File: config.mk
export PLATFORM = sky130hd
export DESIGN_NAME = rdf_regs
export DESIGN_NICKNAME = d
export VERILOG_FILES = /design/src/design/rdf_regs.v /design/src/design/rdf_strength_decode.v
export VERILOG_INCLUDE_DIRS = /design/src /design/src/common
export SDC_FILE = /design/constraint.sdc
export NUM_CORES = 1
export LEC_CHECK = 0
export BUFFER_PORTS_ARGS = -buffer_cell sky130_fd_sc_hd__buf_2
export CAP_MARGIN = 10
export CELL_PAD_IN_SITES_DETAIL_PLACEMENT = 1
export CELL_PAD_IN_SITES_GLOBAL_PLACEMENT = 2
export CORE_MARGIN = 1
export CORE_UTILIZATION = 24
export CTS_CLUSTER_SIZE = 16
export DETAILED_ROUTE_END_ITERATION = 6
export PLACE_DENSITY = 0.85
export RECOVER_POWER = 25
export SLEW_MARGIN = 40
export SYNTH_ARGS = -nofsm -noshare
export SYNTH_HDL_FRONTEND = slang
export SYNTH_HIERARCHICAL = 1
export SYNTH_SLANG_ARGS = --single-unit
File: constraint.sdc
create_clock -name i_clk -period 1.58 [get_ports i_clk]
set_input_delay 0.316 -clock i_clk [delete_from_list [all_inputs] [get_ports i_clk]]
set_output_delay 0.316 -clock i_clk [all_outputs]
set_load 0.02 [all_outputs]
File: src/common/rdf_consts.vh
// rdf_consts.vh: offsets, field positions, reset values for the discharge/fault register bank
// assumes: included by bare name from design files; definitions only
`ifndef RDF_CONSTS_VH
`define RDF_CONSTS_VH

// register byte offsets (one aligned 32-bit word each)
`define RDF_OFF_DISCHARGE 4'h0
`define RDF_OFF_FAULT 4'h4
`define RDF_OFF_IRQ_MASK 4'h8
`define RDF_OFF_LIVE 4'hc
`define RDF_ADDR_W 4

// discharge-control fields
`define RDF_DIS_R1_LO 0
`define RDF_DIS_R2_LO 2
`define RDF_DIS_R3_LO 4
`define RDF_DIS_PASS_BIT 6
`define RDF_DIS_RESET 8'h00
`define RDF_DIS_MASK 8'h7f

// fault-status fields
`define RDF_FLT_SD5_BIT 4
`define RDF_FLT_SD6_BIT 5
`define RDF_FLT_RESET 8'h00
`define RDF_MASK_RESET 8'h00

// discharge strength codes
`define RDF_DIS_OFF 2'h0
`define RDF_DIS_SLOW 2'h1
`define RDF_DIS_MEDIUM 2'h2
`define RDF_DIS_FAST 2'h3

// axi response codes
`define RDF_RESP_OKAY 2'h0
`define RDF_RESP_SLVERR 2'h2

`endif

File: src/design/rdf_regs.v
// rdf_regs.v: discharge-control and latched undervoltage fault registers behind AXI4-Lite
// assumes: fault inputs synchronous to i_clk; one write and one read outstanding at most
//
// The AXI4-Lite interface to the registers and the register offsets were chosen for this implementation.
`timescale 1ns/1ps
`default_nettype none
`include "rdf_consts.vh"

module rdf_regs (
    // clock and reset
    input wire i_clk,
    input wire i_rst_n,
    // axi4-lite write address
    input wire i_s_axi_awvalid,
    output reg o_s_axi_awready,
    input wire [31:0] i_s_axi_awaddr,
    // axi4-lite write data
    input wire i_s_axi_wvalid,
    output reg o_s_axi_wready,
    input wire [31:0] i_s_axi_wdata,
    input wire [3:0] i_s_axi_wstrb,
    // axi4-lite write response
    output reg o_s_axi_bvalid,
    input wire i_s_axi_bready,
    output reg [1:0] o_s_axi_bresp,
    // axi4-lite read address
    input wire i_s_axi_arvalid,
    output reg o_s_axi_arready,
    input wire [31:0] i_s_axi_araddr,
    // axi4-lite read data
    output reg o_s_axi_rvalid,
    input wire i_s_axi_rready,
    output reg [31:0] o_s_axi_rdata,
    output reg [1:0] o_s_axi_rresp,
    // undervoltage fault levels from the converters
    input wire i_stepdown5_undervolt,
    input wire i_stepdown6_undervolt,
    // regulator controls
    output reg o_regulator3_passthrough,
    output wire [2:0] o_regulator1_strength,
    output wire [2:0] o_regulator2_strength,
    output wire [2:0] o_regulator3_strength,
    // interrupt
    output reg o_irq
);

    reg [7:0] discharge_ctrl;
    reg [7:0] fault_status;
    reg [7:0] irq_mask;
    reg aw_held;
    reg w_held;
    reg [`RDF_ADDR_W-1:0] aw_addr;
    reg [31:0] w_data;
    reg [3:0] w_strb;
    reg [7:0] next_fault_status;
    reg [7:0] fault_clear;
    reg [7:0] fault_set;
    wire do_write;
    wire [`RDF_ADDR_W-1:0] rd_addr;

    // maps a byte address to a known register; used by both read and write paths
    function is_mapped;
        input [`RDF_ADDR_W-1:0] addr;
        begin
            if (addr == `RDF_OFF_DISCHARGE) begin
                is_mapped = 1'b1;
            end else if (addr == `RDF_OFF_FAULT) begin
                is_mapped = 1'b1;
            end else if (addr == `RDF_OFF_IRQ_MASK) begin
                is_mapped = 1'b1;
            end else if (addr == `RDF_OFF_LIVE) begin
                is_mapped = 1'b1;
            end else begin
                is_mapped = 1'b0;
            end
        end
    endfunction

    // upper address bits must be zero to hit the bank
    function addr_in_range;
        input [31:0] addr;
        begin
            addr_in_range = (addr[31:`RDF_ADDR_W] == 28'h0000000);
        end
    endfunction

    reg aw_in_range;
    assign rd_addr = i_s_axi_araddr[`RDF_ADDR_W-1:0];
    assign do_write = aw_held && w_held && !o_s_axi_bvalid;

    // write address and data are taken independently, in either order
    always @(posedge i_clk or negedge i_rst_n) begin
        if (!i_rst_n) begin
            aw_held <= 1'b0;
            w_held <= 1'b0;
            aw_addr <= 4'h0;
            aw_in_range <= 1'b0;
            w_data <= 32'h00000000;
            w_strb <= 4'h0;
            o_s_axi_awready <= 1'b1;
            o_s_axi_wready <= 1'b1;
        end else begin
            if (o_s_axi_awready && i_s_axi_awvalid) begin
                aw_held <= 1'b1;
                aw_addr <= i_s_axi_awaddr[`RDF_ADDR_W-1:0];
                aw_in_range <= addr_in_range(i_s_axi_awaddr);
                o_s_axi_awready <= 1'b0;
            end else if (do_write) begin
                aw_held <= 1'b0;
            end
            if (o_s_axi_wready && i_s_axi_wvalid) begin
                w_held <= 1'b1;
                w_data <= i_s_axi_wdata;
                w_strb <= i_s_axi_wstrb;
                o_s_axi_wready <= 1'b0;
            end else if (do_write) begin
                w_held <= 1'b0;
            end
            // ready returns once the response is accepted
            if (o_s_axi_bvalid && i_s_axi_bready) begin
                o_s_axi_awready <= 1'b1;
                o_s_axi_wready <= 1'b1;
            end
        end
    end

    // write response
    always @(posedge i_clk or negedge i_rst_n) begin
        if (!i_rst_n) begin
            o_s_axi_bvalid <= 1'b0;
            o_s_axi_bresp <= `RDF_RESP_OKAY;
        end else if (do_write) begin
            o_s_axi_bvalid <= 1'b1;
            if (aw_in_range && is_mapped(aw_addr)) begin
                o_s_axi_bresp <= `RDF_RESP_OKAY;
            end else begin
                o_s_axi_bresp <= `RDF_RESP_SLVERR;
            end
        end else if (o_s_axi_bvalid && i_s_axi_bready) begin
            o_s_axi_bvalid <= 1'b0;
        end
    end

    wire wr_lane0;
    assign wr_lane0 = do_write && aw_in_range && w_strb[0];

    // discharge control and interrupt mask; only byte lane 0 carries data
    always @(posedge i_clk or negedge i_rst_n) begin
        if (!i_rst_n) begin
            discharge_ctrl <= `RDF_DIS_RESET;
            irq_mask <= `RDF_MASK_RESET;
        end else if (wr_lane0) begin
            if (aw_addr == `RDF_OFF_DISCHARGE) begin
                discharge_ctrl <= w_data[7:0] & `RDF_DIS_MASK;
            end else if (aw_addr == `RDF_OFF_IRQ_MASK) begin
                irq_mask <= w_data[7:0];
            end
        end
    end

    // latched faults: a fault in the clearing cycle keeps its flag set
    always @* begin
        fault_set = 8'h00;
        fault_set[`RDF_FLT_SD5_BIT] = i_stepdown5_undervolt;
        fault_set[`RDF_FLT_SD6_BIT] = i_stepdown6_undervolt;
        fault_clear = 8'h00;
        if (wr_lane0 && aw_addr == `RDF_OFF_FAULT) begin
            fault_clear = w_data[7:0];
        end
        next_fault_status = (fault_status & ~fault_clear) | fault_set;
    end

    always @(posedge i_clk or negedge i_rst_n) begin
        if (!i_rst_n) begin
            fault_status <= `RDF_FLT_RESET;
        end else begin
            fault_status <= next_fault_status;
        end
    end

    // level interrupt from unmasked latched flags
    always @(posedge i_clk or negedge i_rst_n) begin
        if (!i_rst_n) begin
            o_irq <= 1'b0;
        end else begin
            o_irq <= |(next_fault_status & irq_mask);
        end
    end

    // read channel: one read at a time, data answered the cycle after arvalid is taken
    always @(posedge i_clk or negedge i_rst_n) begin
        if (!i_rst_n) begin
            o_s_axi_arready <= 1'b1;
            o_s_axi_rvalid <= 1'b0;
            o_s_axi_rdata <= 32'h00000000;
            o_s_axi_rresp <= `RDF_RESP_OKAY;
        end else if (o_s_axi_arready && i_s_axi_arvalid) begin
            o_s_axi_arready <= 1'b0;
            o_s_axi_rvalid <= 1'b1;
            o_s_axi_rresp <= `RDF_RESP_OKAY;
            o_s_axi_rdata <= 32'h00000000;
            if (!addr_in_range(i_s_axi_araddr) || !is_mapped(rd_addr)) begin
                o_s_axi_rresp <= `RDF_RESP_SLVERR;
            end else if (rd_addr == `RDF_OFF_DISCHARGE) begin
                o_s_axi_rdata <= {24'h000000, discharge_ctrl};
            end else if (rd_addr == `RDF_OFF_FAULT) begin
                o_s_axi_rdata <= {24'h000000, fault_status};
            end else if (rd_addr == `RDF_OFF_IRQ_MASK) begin
                o_s_axi_rdata <= {24'h000000, irq_mask};
            end else begin
                // live (unlatched) fault levels, for diagnosis
                o_s_axi_rdata <= {24'h000000, fault_set};
            end
        end else if (o_s_axi_rvalid && i_s_axi_rready) begin
            o_s_axi_rvalid <= 1'b0;
            o_s_axi_arready <= 1'b1;
        end
    end

    always @(posedge i_clk or negedge i_rst_n) begin
        if (!i_rst_n) begin
            o_regulator3_passthrough <= 1'b0;
        end else begin
            o_regulator3_passthrough <= discharge_ctrl[`RDF_DIS_PASS_BIT];
        end
    end

    // the three strength decoders are identical
    wire [5:0] level_bus;
    wire [8:0] strength_bus;
    assign level_bus = discharge_ctrl[5:0];
    assign o_regulator1_strength = strength_bus[2:0];
    assign o_regulator2_strength = strength_bus[5:3];
    assign o_regulator3_strength = strength_bus[8:6];

    genvar gi;
    generate
        for (gi = 0; gi < 3; gi = gi + 1) begin : g_dec
            rdf_strength_decode u_dec (
                .i_clk(i_clk),
                .i_rst_n(i_rst_n),
                .i_level(level_bus[2*gi+1:2*gi]),
                .o_strength(strength_bus[3*gi+2:3*gi])
            );
        end
    endgenerate

endmodule // rdf_regs

`default_nettype wire

File: src/design/rdf_strength_decode.v
// rdf_strength_decode.v: turns a 2-bit discharge field into one-hot strength enables
// assumes: field is stable from a register; output registered in the clock domain
`timescale 1ns/1ps
`default_nettype none
`include "rdf_consts.vh"

module rdf_strength_decode (
    // clock and reset
    input wire i_clk,
    input wire i_rst_n,
    // field
    input wire [1:0] i_level,
    // one-hot strength enables: bit0 slow, bit1 medium, bit2 fast
    output reg [2:0] o_strength
);

    always @(posedge i_clk or negedge i_rst_n) begin
        if (!i_rst_n) begin
            o_strength <= 3'h0;
        end else begin
            case (i_level)
                `RDF_DIS_SLOW: o_strength <= 3'h1;
                `RDF_DIS_MEDIUM: o_strength <= 3'h2;
                `RDF_DIS_FAST: o_strength <= 3'h4;
                default: o_strength <= 3'h0;
            endcase
        end
    end

endmodule // rdf_strength_decode

`default_nettype wire

# After elaboration in Yosys (flattened, before gate mapping)
# Cells that the tools add are included.
# word_totals
out_inout_bits,52
ramBits,0
latchBits,0
rom_bits,0
regBits,91
mem_count,0
# classes
addsub,0
n_lt_le_gt_ge,0
n_reduce_logical,28
muxes,33
n_bitwise,5
multipliers,0
shifts,0
n_eq_ne,15
div_mod_pow,0
# ops
op,n
28-bit logical NOT,2
8-bit 2-to-1 mux,5
3-bit one-hot mux with 3 select lines,3
1-bit 2-to-1 mux,23
8-bit bitwise AND,2
"4-bit equality test, second input constant",4
"2-bit equality test, second input constant",6
2-bit nonzero test,6
1-bit logical AND,11
"4-bit by 3-bit equality test with 1-bit output, second input constant",2
4-bit logical NOT,2
8-bit NOT,1
8-bit by 6-bit bitwise OR with 8-bit output,1
8-bit OR reduction,1
"2-bit by 1-bit equality test with 1-bit output, second input constant",3
2-bit 2-to-1 mux,2
1-bit logical NOT,3
3-bit AND reduction,1
2-bit AND reduction,1
1-bit logical OR,1
1-bit NOT,1

# Logic depth before layout (Yosys ltp)
# logic_depth
ltp_word,11
depth_mapped,5
mapped_depth_nobuf,4

# Cells and area by module
# Netlist, hierarchy kept.
# modules_own_cells
module,cells_per_inst,instances,seq_area_each_um2,area_each_um2
rdf_regs,238,1,1405.1,2726.4
rdf_strength_decode,6,3,75.1,97.6

# Worst setup path after synthesis
# OpenSTA, ideal clock, no wires.
# synth_timing
path_kind,register to register
start,register o_s_axi_bvalid
end,register irq_mask[0]
stages_incl_launch_ff,6
path_buffers,1
slack_ns,-0.190
setup_ns,0.125
required_time_ns,1.455
arrival_time_ns,1.645
path_cell_list,dfrtp_1 and4b_1 buf_6 nand2_4 nor3b_4 mux2_2
# synth_between
elab_chain_cells,5
# synth_rtl
element,line_no,rtl
"start, declared",rdf_regs.v:23,"output reg o_s_axi_bvalid,"
"start signal, assigned",rdf_regs.v:130,o_s_axi_bvalid <= 1'b0;
"start signal, assigned",rdf_regs.v:133,o_s_axi_bvalid <= 1'b1;
"start signal, assigned",rdf_regs.v:140,o_s_axi_bvalid <= 1'b0;
1-bit logical NOT,rdf_regs.v:89,assign do_write = aw_held && w_held && !o_s_axi_bvalid;
1-bit logical AND,rdf_regs.v:89,
1-bit logical AND (2 in a row),rdf_regs.v:145,assign wr_lane0 = do_write && aw_in_range && w_strb[0];
3-bit AND reduction (no line),--,
"end signal, assigned",rdf_regs.v:151,irq_mask <= `RDF_MASK_RESET;
"end signal, assigned",rdf_regs.v:156,irq_mask <= w_data[7:0];
"end, declared",rdf_regs.v:49,reg [7:0] irq_mask;
# No other way between the ends.
# A chain may end at the register's enable or synchronous reset.

# Final worst setup path
# layout_timing
start,register o_s_axi_bvalid
end,register irq_mask[4]
# The elaborated chain is that of the path after synthesis.

==> impl_metrics.env <==
export IMPL_first_iter_violations=64
export IMPL_drive_above_1_share=0.460
export IMPL_syn_avg_cell_area_um2=11.8
export IMPL_cts_inserted_buffers=9
export IMPL_routed_wirelength_mm=7.88
export IMPL_stdcell_area_um2=4160
export IMPL_ant_nets=0
export IMPL_port_buffers=107
export IMPL_rows=40
export IMPL_hpwl_mm=6.13
export IMPL_path_clk_slew_ns=0.06
export IMPL_h_tree_depth=3
export IMPL_status="finished, violations left"
export IMPL_dp_slack_ns=-0.0360
export IMPL_crit_arrival_ns=1.80
export IMPL_cp_end_kind="flop"
export IMPL_vias_per_cell=4.39
export IMPL_required_ns=1.79
export IMPL_synth_cell_types=35
export IMPL_drc=0
export IMPL_cts_setup_buffers=0
export IMPL_ios=161
export IMPL_synthAdderAreaFrac=0
export IMPL_clock_root_buffer="clkbuf_16"
export IMPL_synth_compound_area_share=0.0908
export IMPL_grt_total_usage=0.127
export IMPL_fmaxAchievable_ghz=0.631
export IMPL_synthArstFlopShare=1.00
export IMPL_diodes=0
export IMPL_worstSetupPathType="flop to flop"
export IMPL_vias=2434
export IMPL_mostFrequentLayoutCell="buf_2"
export IMPL_finalSetupViolCount=5
export IMPL_fin_crit_sh=1.00
export IMPL_cts_sinks=65
export IMPL_finClkSkew_ns=0.00921
export IMPL_netlist_instances=256
export IMPL_synth_seq_cells=65
export IMPL_synth_warnings=6
export IMPL_synth_xor_area_frac=0
export IMPL_grt_max_degree=22
export IMPL_wire_per_inst_um=14.2
export IMPL_area_delta_synth_final_pct=37.8
export IMPL_critPathLaunchType="flop"
export IMPL_placed_cell_area_um2=3790
export IMPL_r2r_start="o_s_axi_bvalid$_DFFE_PN0P_"
export IMPL_rsz0062_at_grt="yes"
export IMPL_grt_pass1_wl_mm=12.7
export IMPL_p_per_area_nw_per_um2=1280
export IMPL_drt_pass1_iterations=4
export IMPL_slew_viol_final=0
export IMPL_cts_tree="yes"
export IMPL_irDropWorstVdd_mv=0.546
export IMPL_clock_latency_ns=0.33
export IMPL_mostFrequentLayoutCells="buf_2, dfrtp_1, conb_1, nand2_1, mux2_2"
export IMPL_violations="negative setup slack"
export IMPL_initial_core_util=0.248
export IMPL_overflow=0
export IMPL_antenna_found_initial=0
export IMPL_gp_congestion=0.789
export IMPL_die_x_um=114
export IMPL_holdCritStartpoint="i_s_axi_awvalid"
export IMPL_layout_setup_ws_ns=-0.00484
export IMPL_grt_pass1_vias=2535
export IMPL_synth_enable_flop_cells=0
export IMPL_hold_violations=0
export IMPL_totalPowerFinal_mw=5.33
export IMPL_syn_area_um2=3020
export IMPL_fill_cells=1405
export IMPL_critPathLaunch="o_s_axi_bvalid$_DFFE_PN0P_"
export IMPL_tns_ns=-0.0139
export IMPL_hold_class="primary input to flop"
export IMPL_core_area_um2=12200
export IMPL_synth_mux_area_frac=0.131
export IMPL_yosys_most_used_dff="dfrtp_1"
export IMPL_p_leak_nw=2.06
export IMPL_worst_path_max_fanout=8
export IMPL_period_minus_slack_ns=1.58
export IMPL_cts_path_max_buffers=2
export IMPL_fin_nets=491
export IMPL_cap_violations=0
export IMPL_synth_top_family_by_area="simple AND/OR/NAND/NOR gates"
export IMPL_die_h_um=114
export IMPL_slew_headroom=0.650
export IMPL_synth_seq_area_share=0.540
export IMPL_die_area_um2=13000
export IMPL_tightest_slew_ns=0.525
export IMPL_synth_simple_gate_area_frac=0.150
[logic make-up (layout without fill, tap and decap cells)]
group,count (synthesis),count (layout)
multiplexers,36,36
AO/OA/AOI/OAI,40,40
AND/OR/NAND/NOR,73,73
buffers and inverters,41,147
flip-flops,65,65
other,1,26
[cell type report]
class	instances	area [um2]	area share
sequential	65	1630	0.392
clock buffer	12	256	0.0617
tap	168	210	0.0505
clock inverter	4	98.8	0.0238
multi-input combinational	175	1250	0.302
timing repair buffer	121	669	0.161
inverter	10	37.5	0.00903
[repair_timing]
item                       in CTS  in global routing
hold endpoints to repair       11                  0
setup endpoints to repair      10                 10
hold buffers                    1                  0
pin swaps                       5                  1
resized for setup               4                  1
[synthesized netlist by cell type, types with 2 or more instances]
library cell	count	share of area
dfstp_2	3	0.026
mux2i_1	8	0.027
nand4_1	7	0.015
nor4_1	16	0.033
and2_1	2	0.0041
inv_1	10	0.012
a21o_1	2	0.0050
buf_2	3	0.0050
o21a_1	2	0.0050
and2b_2	3	0.0087
mux2_2	28	0.10
and2_2	3	0.0075
a32o_1	2	0.0066
a22o_1	6	0.017
nor2_1	4	0.0050
and4b_1	2	0.0066
a21oi_1	3	0.0050
nand2_1	19	0.024
nor2b_1	10	0.021
o21ai_0	15	0.025
a22oi_1	4	0.0099
buf_4	26	0.065
dfrtp_1	62	0.51
a41oi_1	5	0.015
[path summary, 6_finish.rpt]
check	depth (start not counted)	to	slack, ns
max in group asynchronous	3	o_s_axi_arready$_DFFE_PN1P_	0.31
min in group asynchronous	2	w_held$_DFFE_PN0P_	0.43
max reg2reg	5	irq_mask[4]$_DFFE_PN0P_	-0.005
max	5	irq_mask[4]$_DFFE_PN0P_	-0.005
min reg2reg	0	o_regulator3_passthrough$_DFF_PN0_	0.41
min	2	o_s_axi_awready$_DFFE_PN1P_	0.17
[report_power, final]
group	switching [mW]	leakage, nW	internal [mW]
Combinational	0.413	1.03	0.390
Clock	0.738	0.173	1.63
Sequential	0.246	0.850	1.92
[stage by stage]
| stage | util | instances | hold slack (ns) |
|---|---|---|---|
| 3_5_place_dp | 0.312 | 538 | 0.272 |
| 5_1_grt | 0.342 | 555 | 0.178 |
| 4_1_cts | 0.343 | 555 | 0.149 |
| 2_1_floorplan | - | 281 | 0.0204 |
| 6_report | 0.342 | 555 | 0.165 |
| 3_3_place_gp | 0.312 | 538 | 0.263 |
[worst max-delay path: stages, from the launching register on]
cell and delay, ns:
dfrtp_2 0.39, and4b_2 0.31, nand2_4 0.08, nor3b_4 0.21, buf_12 0.15, mux2_2 0.33
[flip-flops by register name, indices dropped and copies added (netlist names), 4 cells and up]
| signal | count |
|---|---|
| fault_status | 8 |
| o_s_axi_rdata | 8 |
| w_data | 8 |
| irq_mask | 8 |
| discharge_ctrl | 7 |
| aw_addr | 4 |
| g_dec.u_dec/o_strength | 9 |
[per-layer routing]
metal,share of wire,vias to the layer above,track usage
met5,0,-,0
met4,0.022,0,0.0675
met3,0.069,11,0.0254
met2,0.48,123,0.219
met1,0.43,1172,0.150
li1,-,1128,-
Note: power is estimated with default switching activity, not from simulation.
